==> src/scg_pkg.sv <==
// Package: register map, constants and types of the sample clock generator.
package scg_pkg;

  // ==========================================================================
  // Register indices; the byte address on the bus is four times the index.
  localparam logic [15:0] IDX_SAMPLE_RATE = 16'h4e20;
  localparam logic [15:0] IDX_SYNTH_EN    = 16'h4e3e;
  localparam logic [15:0] IDX_EXT_SEL     = 16'h4e84;
  localparam logic [15:0] IDX_CLK_OUT     = 16'h4e8e;
  localparam logic [15:0] IDX_TERM_EN     = 16'h4e98;
  localparam logic [15:0] IDX_REF_FREQ    = 16'h4eac;
  localparam int          ADDR_W          = 18;

  // ==========================================================================
  // Reset values.
  localparam logic [31:0] RST_SAMPLE_RATE = 32'h000186a0;
  localparam logic        RST_SYNTH_EN    = 1'h1;
  localparam logic        RST_EXT_SEL     = 1'h0;
  localparam logic        RST_CLK_OUT     = 1'h0;
  localparam logic        RST_TERM_EN     = 1'h0;
  localparam logic [31:0] RST_REF_FREQ    = 32'h00000000;

  // ==========================================================================
  // Frequencies in hertz.
  localparam logic [31:0] INT_REF_HZ  = 32'h02625a00;
  localparam logic [31:0] MIN_RATE_HZ = 32'h000003e8;
  localparam logic [31:0] REF_MIN_HZ  = 32'h000f4240;
  localparam logic [31:0] REF_MAX_HZ  = 32'h07735940;
  localparam logic [31:0] PFD_HZ      = 32'h000003e8;
  localparam logic [31:0] MAX_RATE_V0 = 32'h00030d40;
  localparam logic [31:0] MAX_RATE_V1 = 32'h0007a120;
  localparam logic [31:0] MAX_RATE_V2 = 32'h000f4240;
  localparam logic [31:0] MAX_RATE_V3 = 32'h002dc6c0;
  localparam logic [4:0]  QDIV_LAST   = 5'h10;

  // ==========================================================================
  // Types.
  typedef struct packed {
    logic        enable;
    logic        ref_external;
    logic [31:0] mult;
    logic [31:0] div;
  } scg_synth_cfg_s;

  typedef enum logic [5:0] {
    ST_IDLE  = 6'h01,
    ST_SYN_N = 6'h02,
    ST_SYN_M = 6'h04,
    ST_SYN_R = 6'h08,
    ST_QUARTZ = 6'h10,
    ST_APPLY = 6'h20
  } scg_state_e;

  function automatic logic [31:0] variant_max(input int v);
    case (v)
      0: variant_max = MAX_RATE_V0;
      1: variant_max = MAX_RATE_V1;
      2: variant_max = MAX_RATE_V2;
      default: variant_max = MAX_RATE_V3;
    endcase
  endfunction

  function automatic logic [11:0] quartz_divisor(input logic [4:0] idx);
    case (idx)
      5'h00: quartz_divisor = 12'h001;
      5'h01: quartz_divisor = 12'h002;
      5'h02: quartz_divisor = 12'h004;
      5'h03: quartz_divisor = 12'h008;
      5'h04: quartz_divisor = 12'h00a;
      5'h05: quartz_divisor = 12'h010;
      5'h06: quartz_divisor = 12'h014;
      5'h07: quartz_divisor = 12'h028;
      5'h08: quartz_divisor = 12'h032;
      5'h09: quartz_divisor = 12'h050;
      5'h0a: quartz_divisor = 12'h064;
      5'h0b: quartz_divisor = 12'h0c8;
      5'h0c: quartz_divisor = 12'h190;
      5'h0d: quartz_divisor = 12'h1f4;
      5'h0e: quartz_divisor = 12'h320;
      5'h0f: quartz_divisor = 12'h3e8;
      default: quartz_divisor = 12'h7d0;
    endcase
  endfunction

endpackage

==> src/scg_clock_gen.sv <==
// Sample clock generator: AXI4-Lite registers, rate solver and connector control.
`timescale 1ns/1ps
`default_nettype none

// Functional notes
// - Default mode: synthesizer from internal 40 MHz reference; rate requested in hertz.
// - Rate readback returns the nearest achievable rate, not the raw request.
// - Clock output drives the generated clock on the connector, internal clocking only.
// - No internal rate below 1 kHz is ever generated.
// - Rate ceiling depends on variant: 200k, 500k, 1M or 3M samples per second.
// - Synthesizer enable resets to one; zero selects quartz with plain divider.
// - Quartz mode rate is quartz over one of seventeen fixed divisors.
// - Quartz frequency equals the variant's maximum rate, so divisor one is fastest.
// - Quartz mode still accepts a request; readback is nearest divisor rate.
// - Reference setting zero uses internal reference; nonzero hertz uses the connector.
// - External reference accepted from 1 MHz to 125 MHz inclusive.
// - Synthesizer factors are derived from reference and requested rate automatically.
// - Termination enable switches 50 Ohm in only while the connector is an input.
// - External clock select cleared means internal source; clock output needs it cleared.
module scg_clock_gen
  import scg_pkg::*;
#(
  parameter int VARIANT = 3
) (
  // Clock and reset.
  input  wire logic              aclk,
  input  wire logic              aresetn,
  // AXI4-Lite write address and data.
  input  wire logic [ADDR_W-1:0] s_axi_awaddr,
  input  wire logic              s_axi_awvalid,
  output logic                   s_axi_awready,
  input  wire logic [31:0]       s_axi_wdata,
  input  wire logic [3:0]        s_axi_wstrb,
  input  wire logic              s_axi_wvalid,
  output logic                   s_axi_wready,
  // AXI4-Lite write response.
  output logic [1:0]             s_axi_bresp,
  output logic                   s_axi_bvalid,
  input  wire logic              s_axi_bready,
  // AXI4-Lite read.
  input  wire logic [ADDR_W-1:0] s_axi_araddr,
  input  wire logic              s_axi_arvalid,
  output logic                   s_axi_arready,
  output logic [31:0]            s_axi_rdata,
  output logic [1:0]             s_axi_rresp,
  output logic                   s_axi_rvalid,
  input  wire logic              s_axi_rready,
  // Clock hardware control.
  input  wire logic              sample_clk,
  output scg_synth_cfg_s         synth_cfg,
  output logic [11:0]            quartz_div,
  output logic                   solver_busy,
  // External clock connector.
  input  wire logic              conn_i,
  output logic                   conn_o,
  output logic                   conn_oe,
  output logic                   conn_term_on
);

  // ==========================================================================
  // Register decode.
  localparam logic [31:0] QUARTZ_HZ = variant_max(VARIANT);
  localparam logic [31:0] RATE_MAX  = variant_max(VARIANT);

  function automatic logic [2:0] reg_sel(input logic [ADDR_W-1:0] a);
    case (a)
      ADDR_W'({IDX_SAMPLE_RATE, 2'b00}): reg_sel = 3'h1;
      ADDR_W'({IDX_SYNTH_EN, 2'b00}):    reg_sel = 3'h2;
      ADDR_W'({IDX_EXT_SEL, 2'b00}):     reg_sel = 3'h3;
      ADDR_W'({IDX_CLK_OUT, 2'b00}):     reg_sel = 3'h4;
      ADDR_W'({IDX_TERM_EN, 2'b00}):     reg_sel = 3'h5;
      ADDR_W'({IDX_REF_FREQ, 2'b00}):    reg_sel = 3'h6;
      default:                           reg_sel = 3'h0;
    endcase
  endfunction

  function automatic logic [31:0] merge(input logic [31:0] old, input logic [31:0] d,
                                        input logic [3:0] s);
    for (int i = 0; i < 4; i++) begin
      merge[8*i +: 8] = s[i] ? d[8*i +: 8] : old[8*i +: 8];
    end
  endfunction

  function automatic logic [31:0] absdiff(input logic [31:0] a, input logic [31:0] b);
    absdiff = (a > b) ? a - b : b - a;
  endfunction

  // ==========================================================================
  // State.
  logic [ADDR_W-1:0] awaddr_ff, nxt_awaddr;
  logic              aw_have_ff, nxt_aw_have;
  logic [31:0]       wdata_ff, nxt_wdata;
  logic [3:0]        wstrb_ff, nxt_wstrb;
  logic              w_have_ff, nxt_w_have;
  logic              bvalid_ff, nxt_bvalid;
  logic [1:0]        bresp_ff, nxt_bresp;
  logic              rvalid_ff, nxt_rvalid;
  logic [1:0]        rresp_ff, nxt_rresp;
  logic [31:0]       rdata_ff, nxt_rdata;
  logic [31:0]       rate_req_ff, nxt_rate_req;
  logic              synth_en_ff, nxt_synth_en;
  logic              ext_sel_ff, nxt_ext_sel;
  logic              clk_out_ff, nxt_clk_out;
  logic              term_en_ff, nxt_term_en;
  logic [31:0]       ref_freq_ff, nxt_ref_freq;
  logic              pending_ff, nxt_pending;
  scg_state_e        state_ff, nxt_state;
  logic              launched_ff, nxt_launched;
  logic [31:0]       target_ff, nxt_target;
  logic [31:0]       ref_used_ff, nxt_ref_used;
  logic [31:0]       n_ff, nxt_n;
  logic [31:0]       m_ff, nxt_m;
  logic [31:0]       cand_ff, nxt_cand;
  logic [4:0]        qidx_ff, nxt_qidx;
  logic [4:0]        qbest_ff, nxt_qbest;
  logic [31:0]       achieved_ff, nxt_achieved;
  scg_synth_cfg_s    cfg_ff, nxt_cfg;
  logic [11:0]       qdiv_ff, nxt_qdiv;
  logic              conn_o_ff, nxt_conn_o;
  logic              conn_oe_ff, nxt_conn_oe;
  logic              term_on_ff, nxt_term_on;
  logic              div_start;
  logic [63:0]       div_dividend;
  logic [31:0]       div_divisor;
  logic              div_done;
  logic [63:0]       div_quo;
  logic              wr_fire;
  logic [2:0]        wsel;
  logic [31:0]       wval;
  logic [31:0]       quo32;
  logic              drive_ok;

  scg_divider #(.DW(64), .VW(32)) u_div (
    .aclk     (aclk),
    .aresetn  (aresetn),
    .start    (div_start),
    .dividend (div_dividend),
    .divisor  (div_divisor),
    .done     (div_done),
    .quotient (div_quo)
  );

  // ==========================================================================
  // Next-state logic.
  always_comb begin
    nxt_awaddr   = awaddr_ff;
    nxt_aw_have  = aw_have_ff;
    nxt_wdata    = wdata_ff;
    nxt_wstrb    = wstrb_ff;
    nxt_w_have   = w_have_ff;
    nxt_bvalid   = bvalid_ff;
    nxt_bresp    = bresp_ff;
    nxt_rvalid   = rvalid_ff;
    nxt_rresp    = rresp_ff;
    nxt_rdata    = rdata_ff;
    nxt_rate_req = rate_req_ff;
    nxt_synth_en = synth_en_ff;
    nxt_ext_sel  = ext_sel_ff;
    nxt_clk_out  = clk_out_ff;
    nxt_term_en  = term_en_ff;
    nxt_ref_freq = ref_freq_ff;
    nxt_pending  = pending_ff;
    nxt_state    = state_ff;
    nxt_launched = launched_ff;
    nxt_target   = target_ff;
    nxt_ref_used = ref_used_ff;
    nxt_n        = n_ff;
    nxt_m        = m_ff;
    nxt_cand     = cand_ff;
    nxt_qidx     = qidx_ff;
    nxt_qbest    = qbest_ff;
    nxt_achieved = achieved_ff;
    nxt_cfg      = cfg_ff;
    nxt_qdiv     = qdiv_ff;
    div_start    = 1'b0;
    div_dividend = 64'h0;
    div_divisor  = 32'h1;
    quo32        = div_quo[31:0];

    // Write channel: address and data are taken independently, in either order.
    if (s_axi_awvalid && !aw_have_ff && !bvalid_ff) begin
      nxt_awaddr  = s_axi_awaddr;
      nxt_aw_have = 1'b1;
    end
    if (s_axi_wvalid && !w_have_ff && !bvalid_ff) begin
      nxt_wdata  = s_axi_wdata;
      nxt_wstrb  = s_axi_wstrb;
      nxt_w_have = 1'b1;
    end
    wr_fire = aw_have_ff && w_have_ff && !bvalid_ff;
    wsel    = reg_sel(awaddr_ff);
    wval    = 32'h0;
    if (wr_fire) begin
      nxt_aw_have = 1'b0;
      nxt_w_have  = 1'b0;
      nxt_bvalid  = 1'b1;
      nxt_bresp   = (wsel == 3'h0) ? 2'b10 : 2'b00;
      case (wsel)
        3'h1: begin
          nxt_rate_req = merge(rate_req_ff, wdata_ff, wstrb_ff);
          nxt_pending  = 1'b1;
        end
        3'h2: begin
          if (wstrb_ff[0]) begin
            nxt_synth_en = wdata_ff[0];
            nxt_pending  = 1'b1;
          end
        end
        3'h3: if (wstrb_ff[0]) nxt_ext_sel = wdata_ff[0];
        3'h4: if (wstrb_ff[0]) nxt_clk_out = wdata_ff[0];
        3'h5: if (wstrb_ff[0]) nxt_term_en = wdata_ff[0];
        3'h6: begin
          wval = merge(ref_freq_ff, wdata_ff, wstrb_ff);
          // Out-of-range references are dropped so the solver never divides badly.
          if (wval == 32'h0 || (wval >= REF_MIN_HZ && wval <= REF_MAX_HZ)) begin
            nxt_ref_freq = wval;
            nxt_pending  = 1'b1;
          end
        end
        default: ;
      endcase
    end
    if (bvalid_ff && s_axi_bready) begin
      nxt_bvalid = 1'b0;
    end

    // Read channel.
    if (s_axi_arvalid && !rvalid_ff) begin
      nxt_rvalid = 1'b1;
      nxt_rresp  = 2'b00;
      case (reg_sel(s_axi_araddr))
        3'h1: nxt_rdata = achieved_ff;
        3'h2: nxt_rdata = {31'h0, synth_en_ff};
        3'h3: nxt_rdata = {31'h0, ext_sel_ff};
        3'h4: nxt_rdata = {31'h0, clk_out_ff};
        3'h5: nxt_rdata = {31'h0, term_en_ff};
        3'h6: nxt_rdata = ref_freq_ff;
        default: begin
          nxt_rdata = 32'h0;
          nxt_rresp = 2'b10;
        end
      endcase
    end else if (rvalid_ff && s_axi_rready) begin
      nxt_rvalid = 1'b0;
    end

    // Rate solver.
    case (state_ff)
      ST_IDLE: begin
        if (pending_ff && !wr_fire) begin
          nxt_pending  = 1'b0;
          nxt_launched = 1'b0;
          if (rate_req_ff < MIN_RATE_HZ) begin
            nxt_target = MIN_RATE_HZ;
          end else if (rate_req_ff > RATE_MAX) begin
            nxt_target = RATE_MAX;
          end else begin
            nxt_target = rate_req_ff;
          end
          nxt_ref_used = (ref_freq_ff == 32'h0) ? INT_REF_HZ : ref_freq_ff;
          nxt_qidx     = 5'h00;
          nxt_qbest    = 5'h00;
          nxt_achieved = QUARTZ_HZ;
          nxt_state    = synth_en_ff ? ST_SYN_N : ST_QUARTZ;
        end
      end
      ST_SYN_N: begin
        div_start    = !launched_ff;
        nxt_launched = 1'b1;
        div_dividend = {32'h0, ref_used_ff};
        div_divisor  = PFD_HZ;
        if (div_done) begin
          nxt_n        = quo32;
          nxt_launched = 1'b0;
          nxt_state    = ST_SYN_M;
        end
      end
      ST_SYN_M: begin
        div_start    = !launched_ff;
        nxt_launched = 1'b1;
        div_dividend = {32'h0, target_ff + (PFD_HZ >> 1)};
        div_divisor  = PFD_HZ;
        if (div_done) begin
          nxt_m        = quo32;
          nxt_launched = 1'b0;
          nxt_state    = ST_SYN_R;
        end
      end
      ST_SYN_R: begin
        div_start    = !launched_ff;
        nxt_launched = 1'b1;
        div_dividend = ref_used_ff * m_ff;
        div_divisor  = n_ff;
        if (div_done) begin
          nxt_achieved = quo32;
          nxt_launched = 1'b0;
          nxt_state    = ST_APPLY;
        end
      end
      ST_QUARTZ: begin
        div_start    = !launched_ff;
        nxt_launched = 1'b1;
        div_dividend = {32'h0, QUARTZ_HZ};
        div_divisor  = {20'h0, quartz_divisor(qidx_ff)};
        if (div_done) begin
          nxt_launched = 1'b0;
          // Ties keep the faster rate found first.
          if (absdiff(quo32, target_ff) < absdiff(achieved_ff, target_ff)) begin
            nxt_achieved = quo32;
            nxt_qbest    = qidx_ff;
          end
          if (qidx_ff == QDIV_LAST) begin
            nxt_state = ST_APPLY;
          end else begin
            nxt_qidx = qidx_ff + 5'h01;
          end
        end
      end
      ST_APPLY: begin
        // Hardware factors change only here, once a full solution is known.
        nxt_cfg.enable       = synth_en_ff;
        nxt_cfg.ref_external = (ref_freq_ff != 32'h0);
        nxt_cfg.mult         = m_ff;
        nxt_cfg.div          = n_ff;
        nxt_qdiv             = quartz_divisor(qbest_ff);
        nxt_state            = ST_IDLE;
      end
      default: nxt_state = ST_IDLE;
    endcase

    // Connector: output only with internal clocking and no reference input in use.
    // Stay off until the solver has applied the internal reference as well.
    drive_ok    = clk_out_ff && !ext_sel_ff && (ref_freq_ff == 32'h0) &&
                  !cfg_ff.ref_external;
    nxt_conn_oe = drive_ok;
    nxt_conn_o  = drive_ok ? sample_clk : 1'b0;
    nxt_term_on = term_en_ff && !drive_ok;
  end

  // ==========================================================================
  // Registers.
  always_ff @(posedge aclk) begin
    if (!aresetn) begin
      awaddr_ff   <= '0;
      aw_have_ff  <= 1'b0;
      wdata_ff    <= 32'h0;
      wstrb_ff    <= 4'h0;
      w_have_ff   <= 1'b0;
      bvalid_ff   <= 1'b0;
      bresp_ff    <= 2'b00;
      rvalid_ff   <= 1'b0;
      rresp_ff    <= 2'b00;
      rdata_ff    <= 32'h0;
      rate_req_ff <= RST_SAMPLE_RATE;
      synth_en_ff <= RST_SYNTH_EN;
      ext_sel_ff  <= RST_EXT_SEL;
      clk_out_ff  <= RST_CLK_OUT;
      term_en_ff  <= RST_TERM_EN;
      ref_freq_ff <= RST_REF_FREQ;
      pending_ff  <= 1'b1;
      state_ff    <= ST_IDLE;
      launched_ff <= 1'b0;
      target_ff   <= 32'h0;
      ref_used_ff <= 32'h0;
      n_ff        <= 32'h0;
      m_ff        <= 32'h0;
      cand_ff     <= 32'h0;
      qidx_ff     <= 5'h00;
      qbest_ff    <= 5'h00;
      achieved_ff <= 32'h0;
      cfg_ff      <= '0;
      qdiv_ff     <= 12'h001;
      conn_o_ff   <= 1'b0;
      conn_oe_ff  <= 1'b0;
      term_on_ff  <= 1'b0;
    end else begin
      awaddr_ff   <= nxt_awaddr;
      aw_have_ff  <= nxt_aw_have;
      wdata_ff    <= nxt_wdata;
      wstrb_ff    <= nxt_wstrb;
      w_have_ff   <= nxt_w_have;
      bvalid_ff   <= nxt_bvalid;
      bresp_ff    <= nxt_bresp;
      rvalid_ff   <= nxt_rvalid;
      rresp_ff    <= nxt_rresp;
      rdata_ff    <= nxt_rdata;
      rate_req_ff <= nxt_rate_req;
      synth_en_ff <= nxt_synth_en;
      ext_sel_ff  <= nxt_ext_sel;
      clk_out_ff  <= nxt_clk_out;
      term_en_ff  <= nxt_term_en;
      ref_freq_ff <= nxt_ref_freq;
      pending_ff  <= nxt_pending;
      state_ff    <= nxt_state;
      launched_ff <= nxt_launched;
      target_ff   <= nxt_target;
      ref_used_ff <= nxt_ref_used;
      n_ff        <= nxt_n;
      m_ff        <= nxt_m;
      cand_ff     <= nxt_cand;
      qidx_ff     <= nxt_qidx;
      qbest_ff    <= nxt_qbest;
      achieved_ff <= nxt_achieved;
      cfg_ff      <= nxt_cfg;
      qdiv_ff     <= nxt_qdiv;
      conn_o_ff   <= nxt_conn_o;
      conn_oe_ff  <= nxt_conn_oe;
      term_on_ff  <= nxt_term_on;
    end
  end

  // ==========================================================================
  // Outputs.
  assign s_axi_awready = !aw_have_ff && !bvalid_ff;
  assign s_axi_wready  = !w_have_ff && !bvalid_ff;
  assign s_axi_bvalid  = bvalid_ff;
  assign s_axi_bresp   = bresp_ff;
  assign s_axi_arready = !rvalid_ff;
  assign s_axi_rvalid  = rvalid_ff;
  assign s_axi_rresp   = rresp_ff;
  assign s_axi_rdata   = rdata_ff;
  assign synth_cfg     = cfg_ff;
  assign quartz_div    = qdiv_ff;
  assign solver_busy   = (state_ff != ST_IDLE) || pending_ff;
  assign conn_o        = conn_o_ff;
  assign conn_oe       = conn_oe_ff;
  assign conn_term_on  = term_on_ff;

endmodule
`default_nettype wire

==> src/scg_divider.sv <==
// Sequential unsigned restoring divider, one quotient bit per clock.
`timescale 1ns/1ps
`default_nettype none
module scg_divider #(
  parameter int DW = 64,
  parameter int VW = 32
) (
  // Clock and reset.
  input  wire logic          aclk,
  input  wire logic          aresetn,
  // Operation.
  input  wire logic          start,
  input  wire logic [DW-1:0] dividend,
  input  wire logic [VW-1:0] divisor,
  output logic               done,
  output logic [DW-1:0]      quotient
);

  logic [DW-1:0] quo_ff, nxt_quo;
  logic [VW:0]   rem_ff, nxt_rem;
  logic [VW-1:0] dvs_ff, nxt_dvs;
  logic [7:0]    cnt_ff, nxt_cnt;
  logic          busy_ff, nxt_busy;
  logic          done_ff, nxt_done;
  logic [VW:0]   trial;

  always_comb begin
    nxt_quo  = quo_ff;
    nxt_rem  = rem_ff;
    nxt_dvs  = dvs_ff;
    nxt_cnt  = cnt_ff;
    nxt_busy = busy_ff;
    nxt_done = 1'b0;
    trial    = {rem_ff[VW-1:0], quo_ff[DW-1]};
    if (start) begin
      nxt_quo  = dividend;
      nxt_rem  = '0;
      nxt_dvs  = divisor;
      nxt_cnt  = 8'(DW);
      nxt_busy = 1'b1;
    end else if (busy_ff) begin
      nxt_quo = {quo_ff[DW-2:0], 1'b0};
      if (trial >= {1'b0, dvs_ff}) begin
        nxt_rem    = trial - {1'b0, dvs_ff};
        nxt_quo[0] = 1'b1;
      end else begin
        nxt_rem = trial;
      end
      nxt_cnt = cnt_ff - 8'h01;
      if (cnt_ff == 8'h01) begin
        nxt_busy = 1'b0;
        nxt_done = 1'b1;
      end
    end
  end

  always_ff @(posedge aclk) begin
    if (!aresetn) begin
      quo_ff  <= '0;
      rem_ff  <= '0;
      dvs_ff  <= '0;
      cnt_ff  <= 8'h00;
      busy_ff <= 1'b0;
      done_ff <= 1'b0;
    end else begin
      quo_ff  <= nxt_quo;
      rem_ff  <= nxt_rem;
      dvs_ff  <= nxt_dvs;
      cnt_ff  <= nxt_cnt;
      busy_ff <= nxt_busy;
      done_ff <= nxt_done;
    end
  end

  assign done     = done_ff;
  assign quotient = quo_ff;

endmodule
`default_nettype wire

==> config.mk <==
export PLATFORM = sky130hd
export DESIGN_NAME = scg_clock_gen
export DESIGN_NICKNAME = d
export VERILOG_FILES = /design/src/scg_pkg.sv /design/src/scg_clock_gen.sv /design/src/scg_divider.sv
export SDC_FILE = /design/constraint.sdc
export NUM_CORES = 2
export LEC_CHECK = 0
export BUFFER_PORTS_ARGS = -buffer_cell sky130_fd_sc_hd__buf_2
export CORE_UTILIZATION = 50
export DETAILED_ROUTE_END_ITERATION = 8
export PLACE_DENSITY = 0.77
export SLEW_MARGIN = 20
export SYNTH_ARGS = -nofsm -noshare
export SYNTH_HDL_FRONTEND = slang
export SYNTH_SLANG_ARGS = --single-unit
==> constraint.sdc <==
create_clock -name aclk -period 9.9 [get_ports aclk]
set_input_delay 1.98 -clock aclk [delete_from_list [all_inputs] [get_ports aclk]]
set_output_delay 1.98 -clock aclk [all_outputs]
set_load 0.02 [all_outputs]
# Yosys cells after proc, flatten, opt, wreduce, memory -nomap -nowiden
# Memory sizes are Yosys's and may differ from the RTL's. A register that Yosys moved wholly into a read port is not among the register bits.
# Cells that the tools add are included.
# word_totals
wordCells	233
ff_bits	559
input_bits	81
rom_bits	320
output_inout_bits	123
n_memories	2
# op_classes
eq_ne	41
n_mul	1
order_cmp	8
addsub	8
muxes	65
n_bitwise	2
reduce_logical	62
# memory_table
name	depth	width	rd	rd_clocked_by_memory_dff	write_ports	line_no	source
(no name shown)	16	10	1	1	0	scg_pkg.sv:64	case (idx)
(no name shown)	16	10	1	1	0	scg_pkg.sv:64	
# ops
operator	n
two-way mux 32 bit	10
case mux 64 bit (4 select lines)	1
equality test 18 x 17 -> 1 bit, second input constant	12
case mux 32 bit (3 select lines)	2
case mux 32 bit (6 select lines)	1
subtractor 32 bit	5
two-way mux 64 bit	2
greater-than comparator 32 bit	2
logical NOT 32 bit	2
multiplier 32 x 32 -> 64 bit	1
two-way mux 6 bit	6
case mux 3 bit (6 select lines)	2
greater-or-equal comparator 33 x 32 -> 1 bit	1
adder 32 x 9 -> 32 bit, second input constant	1
greater-or-equal comparator 32 x 20 -> 1 bit, second input constant	1
greater-than comparator 32 x 22 -> 1 bit, second input constant	1
<= comparator 32 x 27 -> 1 bit, second input constant	1
less-than comparator 32 x 10 -> 1 bit, second input constant	1
less-than comparator 32 bit	1
two-way mux 8 bit	4
nonzero test 32 bit	1
two-way mux 5 bit	6
case mux 6 bit (5 select lines)	1
AND reduction 3 bit	9
40 further kinds	113

# Longest topological paths before layout
# logic_depth
word_depth	9
mapped_depth	31
ltp_nobuf	29

# Hierarchy
# A second synthesis with hierarchy kept.
# unflattened
hier_cells	7972
hier_area_um2	66680.2
# by_module_without_submodules
module	area_each_um2	n_inst	seq_area_each_um2	cells_per_inst
scg_clock_gen	58791.4	1	8768.4	7028
scg_divider	7888.8	1	2762.6	944

# Least setup slack after synthesis
# No wires, ideal clock.
# synth_path
path_type	register to register
from	register ref_used_ff[16]
to	register u_div.quo_ff[62] (netlist: u_div.quotient[62])
path_stages_with_launch	28
period_less_slack_ns	7.480
setup_slack_ns	2.420
t_arrival_ns	7.347
setup_time_ns	0.134
n_path_buf	2
t_required_ns	9.766
cell_sequence	dfxtp_1 -> clkbuf_1 -> and2_1 -> fa_1 -> fa_1 -> inv_1 -> fa_1 -> fa_1 -> inv_1 -> fa_1 -> fa_1 -> fa_1 -> inv_1 -> fa_1 -> inv_1 -> ha_1 -> clkbuf_1 -> a21oi_1 -> a31oi_1 -> a21oi_1 -> nand2_1 -> o211ai_1 -> o221ai_1 -> a2111o_1 -> a31oi_1 -> o21ai_0 -> xnor2_1 -> o22ai_1
# synth_via
elab_chain_cells	3
# synth_rtl
item	line_no	source
from (decl)	scg_clock_gen.sv:110	logic [31:0] ref_used_ff, nxt_ref_used;
from (signal assigned)	scg_clock_gen.sv:397	ref_used_ff <= nxt_ref_used;
multiplier 32 x 32 -> 64 bit	scg_clock_gen.sv:292	div_dividend = ref_used_ff * m_ff;
case mux 64 bit (4 select lines)	scg_clock_gen.sv:248	case (state_ff)
two-way mux 64 bit	scg_divider.sv:35	if (start) begin
to (signal assigned)	scg_divider.sv:66	quo_ff <= nxt_quo;
to (decl)	scg_divider.sv:19	logic [DW-1:0] quo_ff, nxt_quo;
# Every way passes these cells.
# A chain may end at the register's enable or synchronous reset.

# Final worst setup path
# layout_path
from	register m_ff[9]
to	register u_div.quo_ff[62] (netlist: u_div.quotient[62])
# layout_via
elab_chain_cells	3
# layout_rtl
item	line_no	source
from (decl)	scg_clock_gen.sv:112	logic [31:0] m_ff, nxt_m;
from (signal assigned)	scg_clock_gen.sv:399	m_ff <= nxt_m;
multiplier 32 x 32 -> 64 bit	scg_clock_gen.sv:292	
case mux 64 bit (4 select lines)	scg_clock_gen.sv:248	
two-way mux 64 bit	scg_divider.sv:35	
# Every way passes these cells.

==> summary.txt <==
Power and ir drop
  • Leakage: around 33 nW
  • Clk pwr share: 0.172
  • P_int: a little over 7 mW
  • Sequential share of power: 0.202
  • Sw frac: 0.486
  • P_sw: just under 7 mW
  • Logic gate share of total power: 0.625
  • Worst IR Drop VDD: roughly 460 uV
  • Pwr Density: between 150 and 200 mW/mm^2

Clock network
  • CTS Buf Count: 57
  • TritonCTS clock tree: yes
  • Post-CTS Setup Bufs: 0
  • CTS H-Tree Depth: 2
  • CTS-repair resized insts: 0
  • Clock Latency Late Sink: approximately 660 ps
  • Hold buffers post-CTS: 0
  • Worst-path clk slew: roughly 70 ps
  • Clock Path Buffers: 3
  • Root Driver: clkbuf_16
  • CTS Sinks: ~580

STA
  • Skew final: between 30 and 40 ps
  • Peak Freq: ~110 MHz
  • Final period utilization: 0.942
  • Final TNS setup: 0 ps
  • # setup viols final: 0
  • Least-Margin Pin Slew: around 1200 ps
  • Final Slew Violations: 0
  • Slew margin rel.: 0.172
  • Hold slack: 468 ps
  • Fin crit period: between 9000 and 10000 ps
  • Final Hold Vio Count: 0
  • RSZ-0062 raised after global routing: no

Synth
  • EDFF count, synth: 0
  • Register area share after synthesis: 0.174
  • Mapped Cells: a little under 8000
  • Number of synthesis warnings: 0
  • Most used DFF post-synth: dfxtp_1
  • Unique masters post-synth: 89
  • Synthesized cell area: 0.0663 sq mm
  • Avg Inst Size Synth: 8.35 sq um
  • Post-synth ARST share: 0
  • Synthesized flop and latch total: roughly 580

Floorplan
  • CORE AREA: around 0.13 sq mm
  • Die W: around 370 um
  • # rows: around 130
  • Die Y: ~370 um
  • Initial Util: 0.504
  • IO Pins: 204
  • Die area: approximately 0.13 sq mm

Routing
  • Drt via density: between 5 and 6
  • Iteration count of the initial detailed-routing pass: 7
  • Via count: between 50000 and 60000
  • Routed Antenna Nets: 0
  • Initial detailed-routing violation count: roughly 5600
  • Drt drc: 0
  • Routed WL: ~210000 um
  • Drt wl/cell: between 20 and 25 um

Job
  • Max Cap Violations: 0

Layout
  • Final core utilization: 0.538
  • Share of layout cells above drive strength 1: 0.0621
  • Final Net Count: a little over 9000
  • Area Overhead vs Synth: 6.78%

GRT
  • Vias in the first global route: ~57000
  • Pin count of the biggest net entering global routing: between 200 and 250
  • Tot GR Track Use: 0.308
  • Remaining Overflow, GRT: 0
  • First-pass GRT wire length: 326000 um
  • Initial antenna violation count: 9

Worst hold path
  • Hold depth: 2
  • Worst Hold End: synth_cfg[32]
  • HP Class: reg -> reg
  • Hold Crit Start: synth_cfg[32]

Setup path
  • FF-to-FF End: u_div.quotient[62]
  • R2R Setup Slk: about 580 ps
  • Crit Path Class: reg -> reg
  • R2R depth: 25
  • CP peak stage delay: between 1000 and 1500 ps
  • WP buf/inv: 4
  • Worst Path Max Fanout: 24
  • Slowest-stage cell, CP: dfxtp_1
  • Worst Setup End Kind: register
  • Delay-heaviest family, CP: adder cells
  • Worst setup SP type: register
  • FF-to-FF Start: m_ff[9]
  • Crit path DAT: 9870 ps
  • CP most frequent cell: fa_1
  • Required time of the worst setup path: between 10000 and 15000 ps

Placed design
  • Post-DP HPWL: around 160000 um
  • Buffers added on ports: ~200
  • Final Wtd Congestion: approximately 1.0

Run status
  • Status: complete, no violations
worst max path at each step:
stage,start,to,slack (ps),depth (start not counted)
detailed placement,m_ff[9],u_div.quotient[62],790,25
CTS,m_ff[9],u_div.quotient[62],790,25
global placement,m_ff[9],u_div.quotient[62],890,25
finish,m_ff[9],u_div.quotient[62],580,25
floorplan,ref_used_ff[16],u_div.quotient[62],2420,27
global route,m_ff[9],u_div.quotient[62],120,25
synthesized netlist by cell type (all sizes together) (12+ instances only):
master / n / area, sq um
nand2: 1225 / 4600
inv: 1105 / 4150
fa: 901 / 18000
and2: 653 / 4090
dfxtp: 576 / 11500
ha: 467 / 5840
clkbuf: 462 / 1730
a21oi: 386 / 1940
o21ai: 335 / 1680
nor2: 248 / 933
a21boi: 238 / 1790
xnor2: 120 / 1050
a21o: 104 / 781
nand3: 103 / 515
mux2i: 98 / 981
nor2b: 95 / 594
nor3: 92 / 465
nand4: 60 / 375
xor2: 57 / 499
o21bai: 52 / 390
and3: 48 / 300
a22oi: 47 / 353
a31oi: 42 / 263
a221oi: 36 / 322
nor4: 33 / 234
o211ai: 31 / 233
o21a: 29 / 218
o22ai: 28 / 175
a211oi: 27 / 203
nand2b: 24 / 150
buf: 23 / 125
nand3b: 16 / 120
nor3b: 13 / 97.6
o31ai: 12 / 95.1
metrics by stage:
step           setup slack, ps  power (mW)  area, sq um  std cells
2_1_floorplan             2420        8.82        66300       7951
3_3_place_gp               894        11.1        68700       9542
3_5_place_dp               790        11.3        68700       9542
4_1_cts                    785        13.7        70800       9647
5_1_grt                    125        14.8        70800       9647
6_report                   576        14.0        70800       9652
power by group through the flow:
stage / clock [mW] / sequential (mW) / combinational (mW)
final: 2.41 / 2.83 / 8.74
after global routing: 2.50 / 2.83 / 9.47
after CTS: 2.41 / 2.80 / 8.49
after detailed placement: 0 / 2.85 / 8.42
after global placement: 0 / 2.85 / 8.28
after floorplan: 0 / 2.65 / 6.17
cells by family (layout without fill, tap and decap cells):
| group | count (synthesis) | after routing | synth area share |
|---|---|---|---|
| and+or+nand+nor | 2659 | 2659 | 0.194 |
| buffers and inverters | 1590 | 1531 | 0.0905 |
| AOI/OAI and AO/OA | 1471 | 1471 | 0.142 |
| adders and majority gates | 1368 | 1368 | 0.360 |
| DFF | 576 | 576 | 0.174 |
| xor gates and xnor gates | 177 | 177 | 0.0234 |
| muxes | 107 | 107 | 0.0163 |
| other | 1 | 8 | 0.0000565 |
state kept, by name, indices dropped and copies added, names as in the netlist, 4 cells and up, named ones only:
register	flops
synth_cfg	66
u_div.quotient	64
achieved_ff	32
m_ff	32
n_ff	32
rate_req_ff	32
ref_freq_ff	32
ref_used_ff	32
s_axi_rdata	32
target_ff	32
u_div.dvs_ff	32
u_div.rem_ff	32
wdata_ff	32
awaddr_ff	18
quartz_div	11
u_div.cnt_ff	8
state_ff	6
qbest_ff	5
qidx_ff	5
wstrb_ff	4
per-layer routing:
| metal | up-vias | share of wire | global-route usage |
|---|---|---|---|
| li1 | 25300 | - | - |
| met1 | 27800 | 0.41 | 0.425 |
| met2 | 2849 | 0.43 | 0.465 |
| met3 | 510 | 0.11 | 0.0730 |
| met4 | 8 | 0.046 | 0.124 |
| met5 | - | 0.00022 | 0 |
cells in the final DEF (no fill, tap or decap), types with 120 or more instances in the layout:
cell type	count
o21ai_0	330
nand2_1	1221
a21boi_0	237
dfxtp_1	567
inv_1	1104
ha_1	467
nor2_1	242
buf_2	198
and2_1	651
fa_1	901
buf_4	120
a21oi_1	385
xnor2_1	120
worst reg2reg max path, stage by stage, from the launching register on:
cell and delay (ps):
dfxtp_1 1020, and2_1 280, fa_1 450, fa_1 570
inv_1 70, fa_1 500, fa_1 520, inv_1 50
fa_1 480, fa_1 520, fa_1 640, inv_1 90
fa_1 530, inv_1 50, ha_1 410, a21oi_1 310
a31oi_1 130, a21oi_1 160, nand2_1 110, o211ai_1 650
o221ai_1 440, a2111o_1 530, a31oi_1 310, o21ai_0 150
xnor2_1 150, o22ai_1 90
layout make-up:
type	count	area (sq um)
Tap cell	1755	2200
Timing Repair Buffer	321	1950
Sequential cell	576	11500
Multi-Input combinational cell	5785	48900
Clock buffer	78	1650
Clock inverter	27	422
Inverter	1105	4150
Fill cell	11800	60800
Antenna cell	5	12.5
(Power assumes the default switching activity.)
